<file path="src/rtl/ldm_defines.svh">
`ifndef LDM_DEFINES_SVH
`define LDM_DEFINES_SVH

// I/O port decode, lower group (channels 0-3)
`define LDM_PORT_CMD_LO   8'h08
`define LDM_PORT_MASK_LO  8'h0A
// I/O port decode, upper group (channels 4-7)
`define LDM_PORT_CMD_HI   8'hD0
`define LDM_PORT_MASK_HI  8'hD4
// Page register ports
`define LDM_PORT_PAGE0    8'h87
`define LDM_PORT_PAGE1    8'h83
`define LDM_PORT_PAGE2    8'h81
`define LDM_PORT_PAGE3    8'h82
`define LDM_PORT_PAGE5    8'h8B
`define LDM_PORT_PAGE6    8'h89
`define LDM_PORT_PAGE7    8'h8A

// Command register fields
`define LDM_CMD_ROT_BIT   4
`define LDM_CMD_DIS_BIT   2
// Single-mask register fields
`define LDM_SMSK_SET_BIT  2
`define LDM_SMSK_SEL_HI   1
`define LDM_SMSK_SEL_LO   0
// Status register fields
`define LDM_STA_REQ_LSB   4
`define LDM_STA_TC_LSB    0

// Reset values
`define LDM_MASK_RST      4'hF
`define LDM_TC_RST        4'h0
`define LDM_REQ_RST       4'h0
`define LDM_PAGE_RST      8'h00
`define LDM_FLOAT_DATA    8'hFF

// Channel layout
`define LDM_CASCADE_CH    4
`define LDM_WIDE_CH_FIRST 5

`endif

</file>
<file path="src/rtl/ldm_pkg.sv">
package ldm_pkg;

  typedef logic [7:0] ldm_byte_t;

  typedef struct packed {
    logic       rotate;
    logic       disabled;
    logic [3:0] mask;
    logic [3:0] tc;
    logic [3:0] req;
  } ldm_grp_s;

  typedef struct packed {
    logic [7:0][7:0]  page;
    logic [7:0][23:0] xfer;
    ldm_byte_t        rdData;
    logic             rdAck;
    logic [1:0]       run;
  } ldm_top_s;

endpackage

</file>
<file path="src/rtl/ldm_regs.sv">
`timescale 1ns/1ns
`include "ldm_defines.svh"

// Function
// Page supplies address bits 23 to 16
// Page value never moves by itself
// Page ports 87,83,81,82,8B,89,8A read/write
// Command bit 4 picks fixed or rotating
// Reset leaves both groups fixed priority
// Command bit 2 disables group, reset enabled
// Upper group disable also stops lower group
// Software writes zero to reserved bits
// Writes reach command, reads return status
// Status 7:4 show pending valid requests
// Cascade channel request is OR of lower
// Status 3:0 set on terminal count
// Cascade channel terminal count is meaningless
// Mask bit 2 masks, clear unmasks one
// Mask bits 1:0 select the channel
// Mask ports 0A and D4, default masked
// Master clear restores reset state
// Wide channels shift address left once
// Status read clears terminal count flags

module ldm_regs #(
  parameter int ADDR_W = 16,
  parameter int PAGE_W = 8
) (
  input  wire logic              clk,
  input  wire logic              rst,
  input  wire logic [7:0]        ioAddr,
  input  wire logic              ioWr,
  input  wire logic              ioRd,
  input  wire logic [7:0]        ioWrData,
  input  wire logic [7:0][15:0]  curAddr,
  input  wire logic [7:0]        hwReq,
  input  wire logic [7:0]        swReq,
  input  wire logic [7:0]        tcIn,
  input  wire logic              masterClearLo,
  input  wire logic              masterClearHi,
  output logic [7:0]             ioRdData,
  output logic                   ioRdAck,
  output logic [7:0][23:0]       xferAddr,
  output logic [7:0]             chanMask,
  output logic [1:0]             groupRun,
  output logic [1:0]             rotatePri
);

  if (ADDR_W != 16 || PAGE_W != 8) begin : g_check
    $error("ldm_regs serves only a 16-bit current address and an 8-bit page");
  end

  // Returns {hit, slot}; the cascade slot 4 has no page port and never decodes
  function automatic logic [3:0] pageSlot(input logic [7:0] a);
    logic [3:0] r;
    r = 4'h0;
    if (a == `LDM_PORT_PAGE0) begin
      r = 4'h8;
    end else if (a == `LDM_PORT_PAGE1) begin
      r = 4'h9;
    end else if (a == `LDM_PORT_PAGE2) begin
      r = 4'hA;
    end else if (a == `LDM_PORT_PAGE3) begin
      r = 4'hB;
    end else if (a == `LDM_PORT_PAGE5) begin
      r = 4'hD;
    end else if (a == `LDM_PORT_PAGE6) begin
      r = 4'hE;
    end else if (a == `LDM_PORT_PAGE7) begin
      r = 4'hF;
    end
    return r;
  endfunction

  ldm_pkg::ldm_top_s s;
  ldm_pkg::ldm_top_s next_s;

  logic [3:0] wrSlot;
  logic [3:0] rdSlot;
  logic       cmdWrLo;
  logic       cmdWrHi;
  logic       maskWrLo;
  logic       maskWrHi;
  logic       staRdLo;
  logic       staRdHi;
  logic       disLo;
  logic       disHi;
  logic       rotLo;
  logic       rotHi;
  logic [3:0] maskLo;
  logic [3:0] maskHi;
  logic [7:0] statusLo;
  logic [7:0] statusHi;
  logic [3:0] loReqNow;
  logic       cascReq;

  assign wrSlot   = pageSlot(ioAddr);
  assign rdSlot   = pageSlot(ioAddr);
  // Shared port: the write direction hits command, the read direction status
  assign cmdWrLo  = ioWr && ioAddr == `LDM_PORT_CMD_LO;
  assign cmdWrHi  = ioWr && ioAddr == `LDM_PORT_CMD_HI;
  assign staRdLo  = ioRd && ioAddr == `LDM_PORT_CMD_LO;
  assign staRdHi  = ioRd && ioAddr == `LDM_PORT_CMD_HI;
  assign maskWrLo = ioWr && ioAddr == `LDM_PORT_MASK_LO;
  assign maskWrHi = ioWr && ioAddr == `LDM_PORT_MASK_HI;

  // Same term the lower group latches, so both status bytes move together
  assign loReqNow = (hwReq[3:0] & ~maskLo) | swReq[3:0];
  assign cascReq  = |loReqNow;

  ldm_group #(
    .CASCADE (1'b0)
  ) u_grpLo (
    .clk      (clk),
    .rst      (rst),
    .cmdWr    (cmdWrLo),
    .maskWr   (maskWrLo),
    .statusRd (staRdLo),
    .clearAll (masterClearLo),
    .wrData   (ioWrData),
    .hwReq    (hwReq[3:0]),
    .swReq    (swReq[3:0]),
    .cascReq  (1'b0),
    .tcIn     (tcIn[3:0]),
    .rotate   (rotLo),
    .disabled (disLo),
    .mask     (maskLo),
    .status   (statusLo)
  );

  // Channel 4 terminal count is tied off; its status bit has no meaning
  ldm_group #(
    .CASCADE (1'b1)
  ) u_grpHi (
    .clk      (clk),
    .rst      (rst),
    .cmdWr    (cmdWrHi),
    .maskWr   (maskWrHi),
    .statusRd (staRdHi),
    .clearAll (masterClearHi),
    .wrData   (ioWrData),
    .hwReq    (hwReq[7:4]),
    .swReq    (swReq[7:4]),
    .cascReq  (cascReq),
    .tcIn     ({tcIn[7:5], 1'b0}),
    .rotate   (rotHi),
    .disabled (disHi),
    .mask     (maskHi),
    .status   (statusHi)
  );

  always_comb begin
    next_s = s;
    if (ioWr && wrSlot[3]) begin
      next_s.page[wrSlot[2:0]] = ioWrData;
    end
    // Full address for each channel except cascade channel 4, which stays zero; the page only changes by a port write
    for (int ch = 0; ch < 8; ch++) begin
      if (ch == `LDM_CASCADE_CH) begin
        next_s.xfer[ch] = 24'h000000;
      end else if (ch >= `LDM_WIDE_CH_FIRST) begin
        // Word channels lose address bit 15 to the shift
        next_s.xfer[ch] = {s.page[ch], curAddr[ch][14:0], 1'b0};
      end else begin
        next_s.xfer[ch] = {s.page[ch], curAddr[ch]};
      end
    end
    next_s.rdAck = ioRd;
    if (!ioRd) begin
      next_s.rdData = s.rdData;
    end else if (rdSlot[3]) begin
      next_s.rdData = s.page[rdSlot[2:0]];
    end else if (ioAddr == `LDM_PORT_CMD_LO) begin
      next_s.rdData = statusLo;
    end else if (ioAddr == `LDM_PORT_CMD_HI) begin
      next_s.rdData = statusHi;
    end else begin
      // Write-only and foreign ports float high, as an undriven bus would
      next_s.rdData = `LDM_FLOAT_DATA;
    end
    // The lower group only reaches the bus through cascade channel 4
    next_s.run[1] = !disHi;
    next_s.run[0] = !disLo && !disHi;
  end

  always_ff @(posedge clk) begin
    if (rst) begin
      s <= '{page: {8{`LDM_PAGE_RST}}, xfer: '0, rdData: `LDM_FLOAT_DATA,
             rdAck: 1'b0, run: 2'b11};
    end else begin
      s <= next_s;
    end
  end

  assign ioRdData  = s.rdData;
  assign ioRdAck   = s.rdAck;
  assign xferAddr  = s.xfer;
  assign groupRun  = s.run;
  assign chanMask  = {maskHi, maskLo};
  assign rotatePri = {rotHi, rotLo};
endmodule

</file>
<file path="src/rtl/ldm_group.sv">
`timescale 1ns/1ns
`include "ldm_defines.svh"

module ldm_group #(
  parameter bit CASCADE = 1'b0
) (
  input  wire logic       clk,
  input  wire logic       rst,
  input  wire logic       cmdWr,
  input  wire logic       maskWr,
  input  wire logic       statusRd,
  input  wire logic       clearAll,
  input  wire logic [7:0] wrData,
  input  wire logic [3:0] hwReq,
  input  wire logic [3:0] swReq,
  input  wire logic       cascReq,
  input  wire logic [3:0] tcIn,
  output logic            rotate,
  output logic            disabled,
  output logic [3:0]      mask,
  output logic [7:0]      status
);

  ldm_pkg::ldm_grp_s s;
  ldm_pkg::ldm_grp_s next_s;
  logic [3:0]        reqNow;

  always_comb begin
    reqNow = (hwReq & ~s.mask) | swReq;
    if (CASCADE) begin
      reqNow[0] = cascReq;
    end
    next_s = s;
    if (cmdWr) begin
      next_s.rotate   = wrData[`LDM_CMD_ROT_BIT];
      next_s.disabled = wrData[`LDM_CMD_DIS_BIT];
    end
    if (maskWr) begin
      next_s.mask[wrData[`LDM_SMSK_SEL_HI:`LDM_SMSK_SEL_LO]] = wrData[`LDM_SMSK_SET_BIT];
    end
    next_s.req = reqNow;
    if (statusRd) begin
      next_s.tc = `LDM_TC_RST;
    end
    // A terminal count landing on the clearing read is kept for the next read
    next_s.tc = next_s.tc | tcIn;
    if (clearAll) begin
      next_s.rotate   = 1'b0;
      next_s.disabled = 1'b0;
      next_s.mask     = `LDM_MASK_RST;
      next_s.tc       = `LDM_TC_RST;
      next_s.req      = `LDM_REQ_RST;
    end
  end

  always_ff @(posedge clk) begin
    if (rst) begin
      s <= '{rotate: 1'b0, disabled: 1'b0, mask: `LDM_MASK_RST,
             tc: `LDM_TC_RST, req: `LDM_REQ_RST};
    end else begin
      s <= next_s;
    end
  end

  assign rotate   = s.rotate;
  assign disabled = s.disabled;
  assign mask     = s.mask;
  assign status   = {s.req, s.tc};
endmodule

</file>
<file path="config.mk">
export PLATFORM = sky130hd
export DESIGN_NAME = ldm_regs
export DESIGN_NICKNAME = d
export VERILOG_FILES = /design/src/rtl/ldm_pkg.sv /design/src/rtl/ldm_regs.sv /design/src/rtl/ldm_group.sv
export VERILOG_INCLUDE_DIRS = /design/src /design/src/rtl
export SDC_FILE = /design/constraint.sdc
export NUM_CORES = 1
export LEC_CHECK = 0
export BUFFER_PORTS_ARGS = -buffer_cell sky130_fd_sc_hd__clkbuf_2
export CAP_MARGIN = 0
export CORE_MARGIN = 4
export CORE_UTILIZATION = 45
export CTS_BUF_LIST = sky130_fd_sc_hd__clkbuf_16
export CTS_CLUSTER_SIZE = 14
export DETAILED_ROUTE_END_ITERATION = 10
export GPL_ROUTABILITY_DRIVEN = 0
export HOLD_SLACK_MARGIN = 0.02
export PLACE_DENSITY_LB_ADDON = 0.05
export SLEW_MARGIN = 20
export SYNTH_ARGS = -nofsm -noshare
export SYNTH_HDL_FRONTEND = slang
export SYNTH_SLANG_ARGS = --single-unit
</file>
<file path="constraint.sdc">
create_clock -name clk -period 3.25 [get_ports clk]
set_clock_uncertainty 0.15 [all_clocks]
set_input_delay 0.1625 -clock clk [delete_from_list [all_inputs] [get_ports clk]]
set_output_delay 0.1625 -clock clk [all_outputs]
set_load 0.05 [all_outputs]
</file>
==> impl_results.rst, run 1 <==
.. list-table::
   :header-rows: 1

   * - Metric
     - Value
   * - Slowest stage cell, crit path
     - sky130_fd_sc_hd__dlygate4sd3_1
   * - Number of max-capacitance violations reported
     - 0
   * - Depth of the CTS H-tree
     - 1
   * - Total of fill cells in the finished design
     - 1,898
   * - DRC violations left
     - 0
   * - Number of violations reported at the end of detailed-routing iteration 0
     - 357
   * - Post-synth design cell area
     - 10,100 um^2
   * - Clock tree from TritonCTS
     - done
   * - Slew Limit Headroom
     - 50.29%
   * - Total congestion overflow after global routing
     - 0
   * - Placed inst area
     - 10,630 um^2
   * - GRT Total Usage
     - 19.92%
   * - Number of CTS-inserted buffers
     - 28
   * - Result of the run
     - completed
   * - Setup repair after global routing missed its margin
     - no
   * - Measured slew at the worst slew-check pin
     - 0.7402 ns
   * - Number of distinct library cell variants in the gate-level netlist after synthesis
     - 44
   * - Core outline area
     - 21,960 um^2
   * - Number of global-route vias before repair
     - 7,531
   * - EDFF count, synth
     - 0
   * - Endpoint of the worst register-to-register path
     - u_grpLo.status[6]$_SDFF_PP0_
   * - Ys flop type
     - sky130_fd_sc_hd__dfxtp_1
   * - Worst setup startpoint
     - ioAddr[5]
   * - Total of cells resized after clock tree synthesis
     - 0
   * - Power density over the cells
     - 558.3 nW/um^2
   * - Area of the die
     - 24,920 um^2
   * - Post-synthesis area per instance
     - 9.697 um^2
   * - Combinational group share of total power
     - 12.2%
   * - Initial antenna violation count
     - 0
   * - Width of the die
     - 157.9 um
   * - Longest Clk Path Bufs
     - 3
   * - Post-synthesis sequential element count
     - 259
   * - Post-synthesis cell type with the largest combined area
     - sky130_fd_sc_hd__dfxtp_1
   * - Count of boundary I/O pins
     - 387
   * - Total routed wirelength
     - 26,330 um
   * - Data arrival time of the worst path
     - 2.97 ns
   * - P_int
     - 5.595 mW
   * - Clk pwr share
     - 43.8%
   * - Count of input and output buffers
     - 337
   * - Chip height
     - 157.9 um
   * - # setup viols final
     - 0
   * - Worst R2R Setup Slack
     - 1.26 ns
   * - Post-route total power
     - 7.471 mW
   * - Post-synth top area share
     - 51.31%
   * - Critical Path RT
     - 3.52 ns
   * - Kind of cell adding the most delay to the critical path
     - simple AND/OR/NAND/NOR gates
   * - Share of the core filled with cells in the final layout
     - 60.94%
   * - Hold Worst Slack
     - 0.03922 ns
   * - R2R cell count
     - 5
   * - Library cell with the highest instance count after synthesis
     - sky130_fd_sc_hd__dfxtp_1
   * - Final slew viol count
     - 0
   * - Floorplan row count
     - 54
   * - Maximum ir drop on the vdd rail
     - 0.0004008 V
   * - Fraction of final layout cells with drive strength greater than 1
     - 28.83%
   * - Most frequent cell on the critical path
     - sky130_fd_sc_hd__dlygate4sd3_1
   * - Sequential-to-total area share from yosys stat
     - 51.31%
   * - Min-delay worst type
     - input pin to flop
   * - Startpoint of the lowest-slack register-to-register path
     - u_grpLo.mask[2]$_SDFFE_PP1P_
   * - Type of element launching the critical path
     - input pin
   * - Clk_lat worst skew
     - 0.54 ns
   * - Number of logic stages on the critical path including buffering
     - 8
   * - TritonCTS Sinks
     - 259
   * - Detailed-route via count
     - 7,610
   * - Synth warnings
     - 0
   * - Commonest cells in the netlist
     - sky130_fd_sc_hd__dfxtp_1, sky130_fd_sc_hd__buf_4, sky130_fd_sc_hd__nor2b_1
   * - Worst path cell trace
     - clkbuf_2 > or4_1 > nor4_1 > nand2_1 > a21oi_1 > dlygate4sd3_1 > nor2_1 > dlygate4sd3_1
   * - Clock slew seen by the registers of the worst setup and hold paths
     - 0.06 ns
   * - Crit path capture
     - u_grpLo.status[0]$_SDFF_PP0_
   * - DR vias/cell
     - 4.554
   * - Pre-Repair DR Iteration Count
     - 5
   * - Global-route wire length before repair
     - 39,830 um
   * - Final critical-path share of the clock period
     - 82.98%
   * - Final nets
     - 1,543
   * - Switching power summed over all nets
     - 1.876 mW
   * - Leakage component of the power
     - 6.074 nW
   * - Top cells by area in the synthesized netlist
     - sky130_fd_sc_hd__dfxtp_1, sky130_fd_sc_hd__buf_4, sky130_fd_sc_hd__nor2b_1
   * - Net Sw Frac
     - 25.11%
   * - Portion of total power attributed to sequential cells
     - 44.0%
   * - Number of buffers and inverters on the critical path
     - 3
   * - Final min period
     - 2.697 ns
   * - Antenna Violating Nets Remaining
     - 0
   * - Synthesized netlist cell count
     - 1,042
   * - Cell at the root of the clock tree
     - sky130_fd_sc_hd__clkbuf_16
   * - Post-route cell area
     - 13,380 um^2
   * - Effective utilization at floorplan
     - 46.02%
   * - Achievable clock frequency
     - 0.3708 GHz
   * - Maximum fanout along the worst path
     - 5
   * - HPWL after DPL
     - 17,850 um
   * - Fraction of registers with async set/reset
     - 0%
   * - CP endpoint kind
     - flop
   * - WS Path Type
     - input pin to flop
   * - Synth-to-Final Area Change
     - 32.43%
   * - Total Neg Setup Slack
     - 0 ns
   * - Antenna diode instance count
     - 0
   * - Pin count of the biggest net entering global routing
     - 87
   * - Critical path's largest stage delay
     - 0.57 ns
   * - Count of final hold-check violations
     - 0
   * - Routed length per placed instance
     - 15.75 um
state kept, by name (all words and copies together), names as in the netlist:
name              flops
u_grpHi.mask          4
next_s               56
xferAddr            165
u_grpHi.disabled      1
u_grpLo.status        8
u_grpHi.status        7
ioRdData              8
groupRun              2
u_grpLo.rotate        1
ioRdAck               1
u_grpHi.rotate        1
u_grpLo.mask          4
u_grpLo.disabled      1
metal layers:
layer	global-route usage, %	up-vias	share of wire [%]
met5	0	-	0
met4	6.800	0	3.1
met3	4.702	57	7.9
met1	24.04	3432	41
li1	-	3822	-
met2	34.84	299	48
cells by family (layout without fill, tap and decap cells):
| group | count (synthesis) | after routing | share of synthesized area, % |
|---|---|---|---|
| AOI/OAI and AO/OA | 111 | 111 | 6.377 |
| DFF | 259 | 259 | 51.31 |
| muxes | 57 | 57 | 5.646 |
| and+or+nand+nor | 345 | 345 | 18.99 |
| buffers and inverters | 269 | 592 | 17.63 |
| other | 1 | 27 | 0.03711 |
tightest hold or removal path, cell delays in order:
cell	delay [ns]
sky130_fd_sc_hd__clkbuf_2	0.33
sky130_fd_sc_hd__mux2i_1	0.12
sky130_fd_sc_hd__nor2_1	0.07
per-stage QoR:
stage                     cells  worst slack, ns
final                      1671           0.5533
after detailed placement   1440           0.5888
after global routing       1671           0.3380
after floorplan            1068            1.056
after global placement     1440           0.6167
after CTS                  1671           0.6240
timing repair:
action                                  4_1_cts  5_1_grt
buffers inserted                              0        0
hold endpoints to repair                    226        0
hold buffers                                179        0
endpoints found under the setup margin        0        0
power groups by stage:
stage	sequential, mW	clock (mW)	combinational [mW]
after floorplan	3.35	0	0.648
after global placement	3.36	0	0.733
after detailed placement	3.36	0	0.734
after CTS	3.29	3.35	0.905
after global routing	3.30	3.47	0.967
final	3.29	3.27	0.909
layout by cell type, fill, tap and decap left out, drive strengths merged, types with 2 or more instances in the layout:
cell type / Yosys / routed
clkbuf: 48 / 365
dfxtp: 259 / 259
dlygate4sd3: 0 / 179
nor2b: 169 / 169
nor2: 86 / 86
mux2i: 57 / 57
a21oi: 55 / 55
nand2: 28 / 28
o21ai: 27 / 27
conb: 1 / 27
nand3: 20 / 20
inv: 9 / 16
buf: 211 / 15
nor4: 14 / 14
clkinv: 1 / 12
o211ai: 9 / 9
o221ai: 8 / 8
nor3: 8 / 8
nand2b: 6 / 6
bufinv: 0 / 5
or3: 3 / 3
o22ai: 3 / 3
a2111oi: 2 / 2
or2: 2 / 2
or4: 2 / 2
nor4b: 2 / 2
final cells by class:
class | instances | area [um^2] | area share [%]
clock buffers | 29 | 725.7 | 5.423
repair buffers | 530 | 3602 | 26.92
clock inverters | 23 | 236.5 | 1.767
well taps | 280 | 350.3 | 2.618
multi-input cells | 540 | 3244 | 24.24
inverters | 10 | 37.54 | 0.2805
flip-flops and latches | 259 | 5185 | 38.75
worst min path at each step:
stage / start / end / slack (ns) / cells after the start
finish: ioWrData[1] / next_s[196]$_SDFFE_PP0P_ / 0.04 / 3
global route: ioWrData[1] / next_s[172]$_SDFFE_PP0P_ / 0.05 / 3
CTS: ioAddr[6] / ioRdData[2]$_SDFFE_PP1P_ / 0.02 / 5
detailed placement: curAddr[126] / xferAddr[183]$_SDFF_PP0_ / 0.22 / 2
global placement: curAddr[20] / xferAddr[28]$_SDFF_PP0_ / 0.22 / 2
floorplan: tcIn[5] / u_grpHi.status[1]$_SDFF_PP0_ / 0.13 / 2
Power figures use the tool's default switching activity.
==> inputs of run 2 (changes only) <==
--- a/config.mk
+++ b/config.mk
@@ -6,6 +6,7 @@
 export SDC_FILE = /design/constraint.sdc
 export NUM_CORES = 1
 export LEC_CHECK = 0
+export ABC_AREA = 1
 export BUFFER_PORTS_ARGS = -buffer_cell sky130_fd_sc_hd__clkbuf_2
 export CAP_MARGIN = 0
 export CORE_MARGIN = 4
==> constraint.sdc (replaced) <==
create_clock -name clk -period 2.76 [get_ports clk]
set_clock_uncertainty 0.15 [all_clocks]
set_input_delay 0.138 -clock clk [delete_from_list [all_inputs] [get_ports clk]]
set_output_delay 0.138 -clock clk [all_outputs]
set_load 0.05 [all_outputs]
==> run 2 against run 1 <==
Against the previous run: via count increased by 12%; worst setup slack got worse by 0.044 ns; register-to-register slack worse by 0.52 ns; global-route usage increased by 0.44 points; critical path depth is 1 higher; combinational power increased by 20%; wire length increased by 2.2%; synthesized area grew 2.3%; sequential power up 18%; critical endpoint is now u_grpLo.status[2]$_SDFF_PP0_; largest cell class unchanged; largest power group unchanged.
==> impl_results.rst, run 2 <==
.. list-table::
   :header-rows: 1

   * - Metric
     - Value
   * - Width of the die
     - 159.6 um (+1.1%)
   * - Total of fill cells in the finished design
     - 2,032 (+7.1%)
   * - Type of element launching the critical path
     - input pin
   * - Post-synth top area share
     - 50.15% (-1.2 points)
   * - Number of distinct library cell variants in the gate-level netlist after synthesis
     - 34 (-23%)
   * - Count of boundary I/O pins
     - 387 (unchanged)
   * - Number of global-route vias before repair
     - 8,470 (+12%)
   * - Synth warnings
     - 0 (unchanged)
   * - Detailed-route wire length on metal 1
     - 11,030 um (+2.6%)
   * - Depth of the CTS H-tree
     - 1 (unchanged)
   * - Data arrival time of the worst path
     - 2.51 ns (-0.46 ns)
   * - Worst hold path depth
     - 3 (unchanged)
   * - Critical Path RT
     - 3.02 ns (-0.50 ns)
   * - Final min period
     - 2.251 ns
   * - Slew Limit Headroom
     - 56.39% (+6.1 points)
   * - EDFF count, synth
     - 0 (unchanged)
   * - Switching power summed over all nets
     - 2.148 mW (+14%)
   * - Post-synthesis area per instance
     - 8.009 um^2 (-17%)
   * - Fraction of registers with async set/reset
     - 0% (unchanged)
   * - Min-delay worst type
     - input pin to flop
   * - DRC violations left
     - 0 (unchanged)
   * - Worst R2R Setup Slack
     - 0.74 ns (-0.52 ns)
   * - Synthesized netlist cell count
     - 1,291 (+24%)
   * - Setup repair after global routing missed its margin
     - no
   * - GRT Total Usage
     - 20.35% (+0.44 points)
   * - Ys flop type
     - sky130_fd_sc_hd__dfxtp_1
   * - Endpoint of the worst register-to-register path
     - u_grpLo.status[4]$_SDFF_PP0_
   * - Cell at the root of the clock tree
     - sky130_fd_sc_hd__clkbuf_16
   * - Pin count of the biggest net entering global routing
     - 126 (+45%)
   * - Area of the die
     - 25,470 um^2 (+2.2%)
   * - Startpoint of the lowest-slack register-to-register path
     - u_grpLo.mask[0]$_SDFFE_PP1P_
   * - TritonCTS Sinks
     - 259 (unchanged)
   * - Post-synth design cell area
     - 10,340 um^2 (+2.3%)
   * - Net Sw Frac
     - 25.45% (+0.34 points)
   * - Clk_lat worst skew
     - 0.52 ns (-0.02 ns)
   * - Longest Clk Path Bufs
     - 3 (unchanged)
   * - DR vias/cell
     - 4.386 (-3.7%)
   * - Floorplan row count
     - 55 (+1.9%)
   * - # hold bufs at CTS
     - 203 (+13%)
   * - Count of input and output buffers
     - 337 (unchanged)
   * - Share of the core filled with cells in the final layout
     - 60.54% (-0.40 points)
   * - Count of final hold-check violations
     - 0 (unchanged)
   * - Total Neg Setup Slack
     - 0 ns (unchanged)
   * - Total routed wirelength
     - 26,890 um (+2.2%)
   * - Setup repair bufs after CTS
     - 0 (unchanged)
   * - Top cells by area in the synthesized netlist
     - sky130_fd_sc_hd__dfxtp_1, sky130_fd_sc_hd__buf_4, sky130_fd_sc_hd__nor2_1
   * - Effective utilization at floorplan
     - 45.67% (-0.35 points)
   * - Core outline area
     - 22,640 um^2 (+3.1%)
   * - Power density over the cells
     - 615.6 nW/um^2 (+10%)
   * - Most frequent cells in the layout
     - sky130_fd_sc_hd__clkbuf_2, sky130_fd_sc_hd__dfxtp_1, sky130_fd_sc_hd__nor2_1
   * - Hold Worst Slack
     - 0.07124 ns (+0.03202 ns)
   * - P_int
     - 6.291 mW (+12%)
   * - Commonest cells in the netlist
     - sky130_fd_sc_hd__dfxtp_1, sky130_fd_sc_hd__nor2_1, sky130_fd_sc_hd__buf_4
   * - Library cell with the highest instance count after synthesis
     - sky130_fd_sc_hd__dfxtp_1
   * - Final nets
     - 1,817 (+18%)
   * - Antenna Violating Nets Remaining
     - 0 (unchanged)
   * - Synth-to-Final Area Change
     - 32.56%
   * - Top Metal Used
     - met4
   * - Post-synthesis sequential element count
     - 259 (unchanged)
   * - Clk pwr share
     - 41.1% (-2.7 points)
   * - Chip height
     - 159.6 um (+1.1%)
   * - Antenna diode instance count
     - 0 (unchanged)
   * - Routed length per placed instance
     - 13.79 um (-12%)
   * - Total of cells resized after clock tree synthesis
     - 0 (unchanged)
   * - Wire length on met3
     - 1922 um (-7.7%)
   * - Detailed-route via count
     - 8,553 (+12%)
   * - Max reg flops
     - 165 (unchanged)
   * - Number of violations reported at the end of detailed-routing iteration 0
     - 466 (+31%)
   * - Global-route wire length before repair
     - 42,990 um (+8.0%)
   * - Final critical-path share of the clock period
     - 81.54%
   * - Most common cell after layout, fill and taps aside
     - sky130_fd_sc_hd__clkbuf_2
   * - Met2 wire len
     - 13,210 um (+4.2%)
   * - Measured slew at the worst slew-check pin
     - 0.6531 ns (-0.08701 ns)
   * - Achievable clock frequency
     - 0.4443 GHz
   * - Sequential-to-total area share from yosys stat
     - 50.15% (-1.2 points)
   * - Fraction of final layout cells with drive strength greater than 1
     - 24.38% (-4.4 points)
   * - Leakage component of the power
     - 7.057 nW (+16%)
   * - Pre-Repair DR Iteration Count
     - 5 (unchanged)
   * - Clock tree from TritonCTS
     - done
   * - CP endpoint kind
     - flop
   * - Total congestion overflow after global routing
     - 0 (unchanged)
   * - Final slew viol count
     - 0 (unchanged)
   * - Result of the run
     - completed
   * - Worst Hold Path EP
     - u_grpLo.mask[1]$_SDFFE_PP1P_
   * - # setup viols final
     - 0 (unchanged)
   * - Number of max-capacitance violations reported
     - 0 (unchanged)
   * - Combinational group share of total power
     - 13.0% (+0.8 points)
   * - Number of CTS-inserted buffers
     - 28 (unchanged)
   * - Min-Delay Startpoint
     - ioAddr[1]
   * - Maximum fanout along the worst path
     - 10 (+5)
   * - R2R cell count
     - 5 (unchanged)
   * - Post-route total power
     - 8.439 mW (+13%)
   * - Post-synthesis cell type with the largest combined area
     - sky130_fd_sc_hd__dfxtp_1
   * - WS Path Type
     - input pin to flop
   * - Maximum ir drop on the vdd rail
     - 0.0003946 V (-1.6%)
   * - Portion of total power attributed to sequential cells
     - 45.9% (+1.9 points)
   * - Clock slew seen by the registers of the worst setup and hold paths
     - 0.06 ns (about the same)
   * - HPWL after DPL
     - 17,360 um (-2.7%)
   * - Initial antenna violation count
     - 0 (unchanged)
run 2: power groups by stage:
stage | clock, mW | combinational [mW] | sequential, mW
6_report | 3.47 | 1.09 | 3.87
5_1_grt | 3.75 | 1.17 | 3.88
4_1_cts | 3.59 | 1.09 | 3.87
3_5_place_dp | 0 | 0.864 | 3.95
3_3_place_gp | 0 | 0.860 | 3.95
2_1_floorplan | 0 | 0.760 | 3.95
run 2: logic make-up (layout without fill, tap and decap cells):
kind of cell / Yosys count / count (layout) / synth area share [%]
AND/OR/NAND/NOR: 442 / 442 / 18.44
other: 1 / 27 / 0.03627
flip-flops: 259 / 259 / 50.15
buffers and inverters: 448 / 796 / 23.91
AO/OA/AOI/OAI: 141 / 141 / 7.466
run 2: routing by layer:
metal  global-route usage (%)  up-vias
li1                         -     4419
met1                    24.85     3775
met2                    35.86      303
met3                    4.504       56
met4                    6.233        0
met5                        0        -
run 2: layout make-up:
type / instances / area (um^2) / share of cell area [%]
timing repair buffer: 543 / 3760 / 27.43
clock inverter: 23 / 140.1 / 1.022
sequential: 259 / 5185 / 37.83
tap: 285 / 356.6 / 2.602
inverter: 201 / 759.5 / 5.541
multi-input combinational: 610 / 2780 / 20.28
clock buffer: 29 / 725.7 / 5.294
run 2: metrics by stage:
step	instance area (um^2)	instances	setup WS, ns
CTS	13710	1950	0.5548
detailed placement	10810	1695	0.6899
finish	13710	1950	0.5095
global placement	10810	1695	0.7354
floorplan	10440	1317	1.228
global route	13710	1950	0.3849
run 2: worst max-delay path, cell delays in order:
cell and delay [ns]:
sky130_fd_sc_hd__clkbuf_2 0.12, sky130_fd_sc_hd__inv_2 0.17, sky130_fd_sc_hd__nand2_1 0.11, sky130_fd_sc_hd__nor4_1 0.39
sky130_fd_sc_hd__nand2_1 0.20, sky130_fd_sc_hd__a21oi_1 0.19, sky130_fd_sc_hd__dlygate4sd3_1 0.59, sky130_fd_sc_hd__nor2_1 0.05
sky130_fd_sc_hd__dlygate4sd3_1 0.56
run 2: how the worst max path moves through the flow:
stage	endpoint	start	depth (start not counted)
global route	u_grpLo.status[2]$_SDFF_PP0_	ioAddr[2]	9
floorplan	ioRdData[5]$_SDFFE_PP1P_	ioAddr[2]	13
detailed placement	next_s[104]$_SDFFE_PP0P_	ioAddr[2]	12
global placement	next_s[106]$_SDFFE_PP0P_	ioAddr[2]	12
CTS	u_grpLo.status[0]$_SDFF_PP0_	ioAddr[2]	9
finish	u_grpLo.status[2]$_SDFF_PP0_	ioAddr[2]	9
==> inputs of run 3 (changes only) <==
--- a/config.mk
+++ b/config.mk
@@ -10,7 +10,7 @@
 export BUFFER_PORTS_ARGS = -buffer_cell sky130_fd_sc_hd__clkbuf_2
 export CAP_MARGIN = 0
 export CORE_MARGIN = 4
-export CORE_UTILIZATION = 45
+export CORE_UTILIZATION = 44
 export CTS_BUF_LIST = sky130_fd_sc_hd__clkbuf_16
 export CTS_CLUSTER_SIZE = 14
 export DETAILED_ROUTE_END_ITERATION = 10
==> constraint.sdc (replaced) <==
create_clock -name clk -period 2 [get_ports clk]
set_clock_uncertainty 0.15 [all_clocks]
set_input_delay 0.1 -clock clk [delete_from_list [all_inputs] [get_ports clk]]
set_output_delay 0.1 -clock clk [all_outputs]
set_load 0.05 [all_outputs]
==> run 3 against run 2 <==
Against the previous run: via count down 1.4%; first-iteration DRC count down 5.8%; worst setup slack worse by 0.44 ns; largest power group unchanged; non-clock buffer count down 29; wire length down 1.3%; critical endpoint is now u_grpHi.status[5]$_SDFF_PP0_; total power up 36%; combinational power up 34%; count of clock-buffer cells in the layout unchanged; critical path type is now flop to flop.
==> impl_results.rst, run 3 (synthesis gave the netlist of run 2 again) <==
.. list-table::
   :header-rows: 1

   * - Metric
     - Value
   * - Result of the run
     - completed
   * - Longest Clk Path Bufs
     - 3 (unchanged)
   * - Critical Path RT
     - 2.26 ns (-0.76 ns)
   * - Routed length per placed instance
     - 13.64 um (-1.1%)
   * - Core outline area
     - 22,850 um^2 (+0.91%)
   * - Final critical-path share of the clock period
     - 96.44%
   * - Antenna Violating Nets Remaining
     - 0 (unchanged)
   * - Final nets
     - 1,788 (-1.6%)
   * - Most frequent cell on the critical path
     - sky130_fd_sc_hd__dlygate4sd3_1
   * - Share of the core filled with cells in the final layout
     - 58.71% (-1.8 points)
   * - Max reg flops
     - 165 (unchanged)
   * - Dpl cells
     - 1,734 (+2.3%)
   * - # setup viols final
     - 0 (unchanged)
   * - Clock slew seen by the registers of the worst setup and hold paths
     - 0.06 ns (about the same)
   * - Final min period
     - 1.929 ns
   * - Width of the die
     - 161.3 um (+1.1%)
   * - Antenna diode instance count
     - 0 (unchanged)
   * - Pin count of the biggest net entering global routing
     - 100 (-21%)
   * - Slowest stage cell, crit path
     - sky130_fd_sc_hd__dlygate4sd3_1
   * - Number of max-capacitance violations reported
     - 0 (unchanged)
   * - Most common cell after layout, fill and taps aside
     - sky130_fd_sc_hd__clkbuf_2
   * - Kind of cell adding the most delay to the critical path
     - buffers and inverters
   * - Clk_lat worst skew
     - 0.53 ns (about the same)
   * - Worst path cell trace
     - inv_1 > a21oi_1 > dlygate4sd3_1 > nor2_1 > dlygate4sd3_1
   * - Floorplan row count
     - 55 (unchanged)
   * - Total routed wirelength
     - 26,540 um (-1.3%)
   * - HPWL after DPL
     - 17,990 um (+3.6%)
   * - Total congestion overflow after global routing
     - 0 (unchanged)
   * - CP endpoint kind
     - flop
   * - Number of global-route vias before repair
     - 8,356 (-1.3%)
   * - Setup repair bufs after CTS
     - 0 (unchanged)
   * - Clock tree from TritonCTS
     - done
   * - Initial antenna violation count
     - 0 (unchanged)
   * - Type of element launching the critical path
     - flop
   * - Global-route wire length before repair
     - 42,280 um (-1.7%)
   * - Cell at the root of the clock tree
     - sky130_fd_sc_hd__clkbuf_16
   * - Placed inst area
     - 10,940 um^2 (+1.2%)
   * - Power density over the cells
     - 854.6 nW/um^2 (+39%)
   * - Fraction of final layout cells with drive strength greater than 1
     - 25.72% (+1.3 points)
   * - Synth-to-Final Area Change
     - 29.72%
   * - Number of violations reported at the end of detailed-routing iteration 0
     - 439 (-5.8%)
   * - Count of input and output buffers
     - 337 (unchanged)
   * - Post-Layout Cell Count
     - 1,946 (-0.21%)
   * - Final slew viol count
     - 0 (unchanged)
   * - Count of final hold-check violations
     - 0 (unchanged)
   * - Leakage component of the power
     - 6.866 nW (-2.7%)
   * - WS Path Type
     - flop to flop
   * - Min-delay worst type
     - input pin to flop
   * - Maximum ir drop on the vdd rail
     - 0.0005694 V (+44%)
   * - Area of the die
     - 26,020 um^2 (+2.2%)
   * - Depth of the CTS H-tree
     - 1 (unchanged)
   * - Chip height
     - 161.3 um (+1.1%)
   * - Setup repair after global routing missed its margin
     - no
   * - TritonCTS Sinks
     - 259 (unchanged)
   * - Detailed-route via count
     - 8,432 (-1.4%)
   * - Achievable clock frequency
     - 0.5185 GHz
   * - Effective utilization at floorplan
     - 45.26% (-0.41 points)
   * - Critical path's largest stage delay
     - 0.56 ns (-0.03 ns)
   * - Maximum fanout along the worst path
     - 3 (-7)
   * - DR vias/cell
     - 4.333 (-1.2%)
   * - Number of CTS-inserted buffers
     - 28 (unchanged)
   * - DRC violations left
     - 0 (unchanged)
   * - GRT Total Usage
     - 19.64% (-0.72 points)
   * - Data arrival time of the worst path
     - 2.19 ns (-0.32 ns)
   * - Number of buffers and inverters on the critical path
     - 3 (-1)
   * - Post-route cell area
     - 13,410 um^2 (-2.1%)
   * - Most frequent cells in the layout
     - sky130_fd_sc_hd__clkbuf_2, sky130_fd_sc_hd__dfxtp_1, sky130_fd_sc_hd__nor2_1
   * - Pre-Repair DR Iteration Count
     - 5 (unchanged)
   * - Total Neg Setup Slack
     - 0 ns (unchanged)
   * - Count of boundary I/O pins
     - 387 (unchanged)
## run 3: changes by cell type in the layout (fill, tap and decap cells not counted), sizes merged
cell and delta:
buf +11, bufinv -1, clkinv +1, dlygate4sd3 -40, inv -3
## run 3: layout make-up
cell class                      instances  area (um^2)
Clock buffer                           29        725.7
Clock inverter                         20        108.9
Fill cell                            2193         9434
Inverter                              201        759.5
Multi-Input combinational cell        610         2785
Sequential cell                       259         5187
Tap cell                              313        391.6
Timing Repair Buffer                  514         3455
## run 3: tightest hold or removal path: stages
cell and delay (ns):
sky130_fd_sc_hd__clkbuf_2 0.15, sky130_fd_sc_hd__nand4_1 0.28, sky130_fd_sc_hd__o311ai_0 0.14
## run 3: path summary, 6_finish.rpt
check                                     start                            to  slack (ns)  cells past startpoint
setup / recovery   u_grpHi.mask[1]$_SDFFE_PP1P_  u_grpHi.status[5]$_SDFF_PP0_        0.07                      5
hold / removal                        ioAddr[1]  u_grpLo.mask[2]$_SDFFE_PP1P_        0.06                      3
setup reg to reg   u_grpHi.mask[1]$_SDFFE_PP1P_  u_grpHi.status[5]$_SDFF_PP0_        0.07                      5
hold reg to reg   u_grpHi.disabled$_SDFFE_PP0P_        groupRun[1]$_SDFF_PP1_        0.26                      1
## run 3: what timing repair did
action | in CTS | in global routing
endpoints found under the hold margin | 230 | 0
endpoints found under the setup margin | 0 | 4
hold buffers | 163 | 0
resized for setup | 0 | 3
## run 3: per-stage QoR
step,total power [mW],hold WS [ns],worst slack [ns]
global placement,6.652,0.1421,0.1599
CTS,11.64,0.02108,0.04895
detailed placement,6.663,0.1450,0.1222
finish,11.46,0.06274,0.07126
floorplan,6.500,0.05697,0.5063
global route,11.95,0.08614,0.0007880
## run 3: routing by layer
| metal | global-route usage, % | share of wire [%] | vias to the layer above |
|---|---|---|---|
| met5 | 0 | 0 | - |
| met4 | 4.382 | 1.6 | 0 |
| met3 | 4.491 | 7.1 | 38 |
| met2 | 36.07 | 49 | 284 |
| met1 | 23.39 | 42 | 3755 |
| li1 | - | - | 4355 |
## run 3: where the power goes
part           internal (mW)  switching, mW  total [mW]
logic                  0.494          0.966        1.46
clock network           2.71           1.94        4.66
registers               5.30         0.0405        5.34
total                   8.51           2.95        11.5
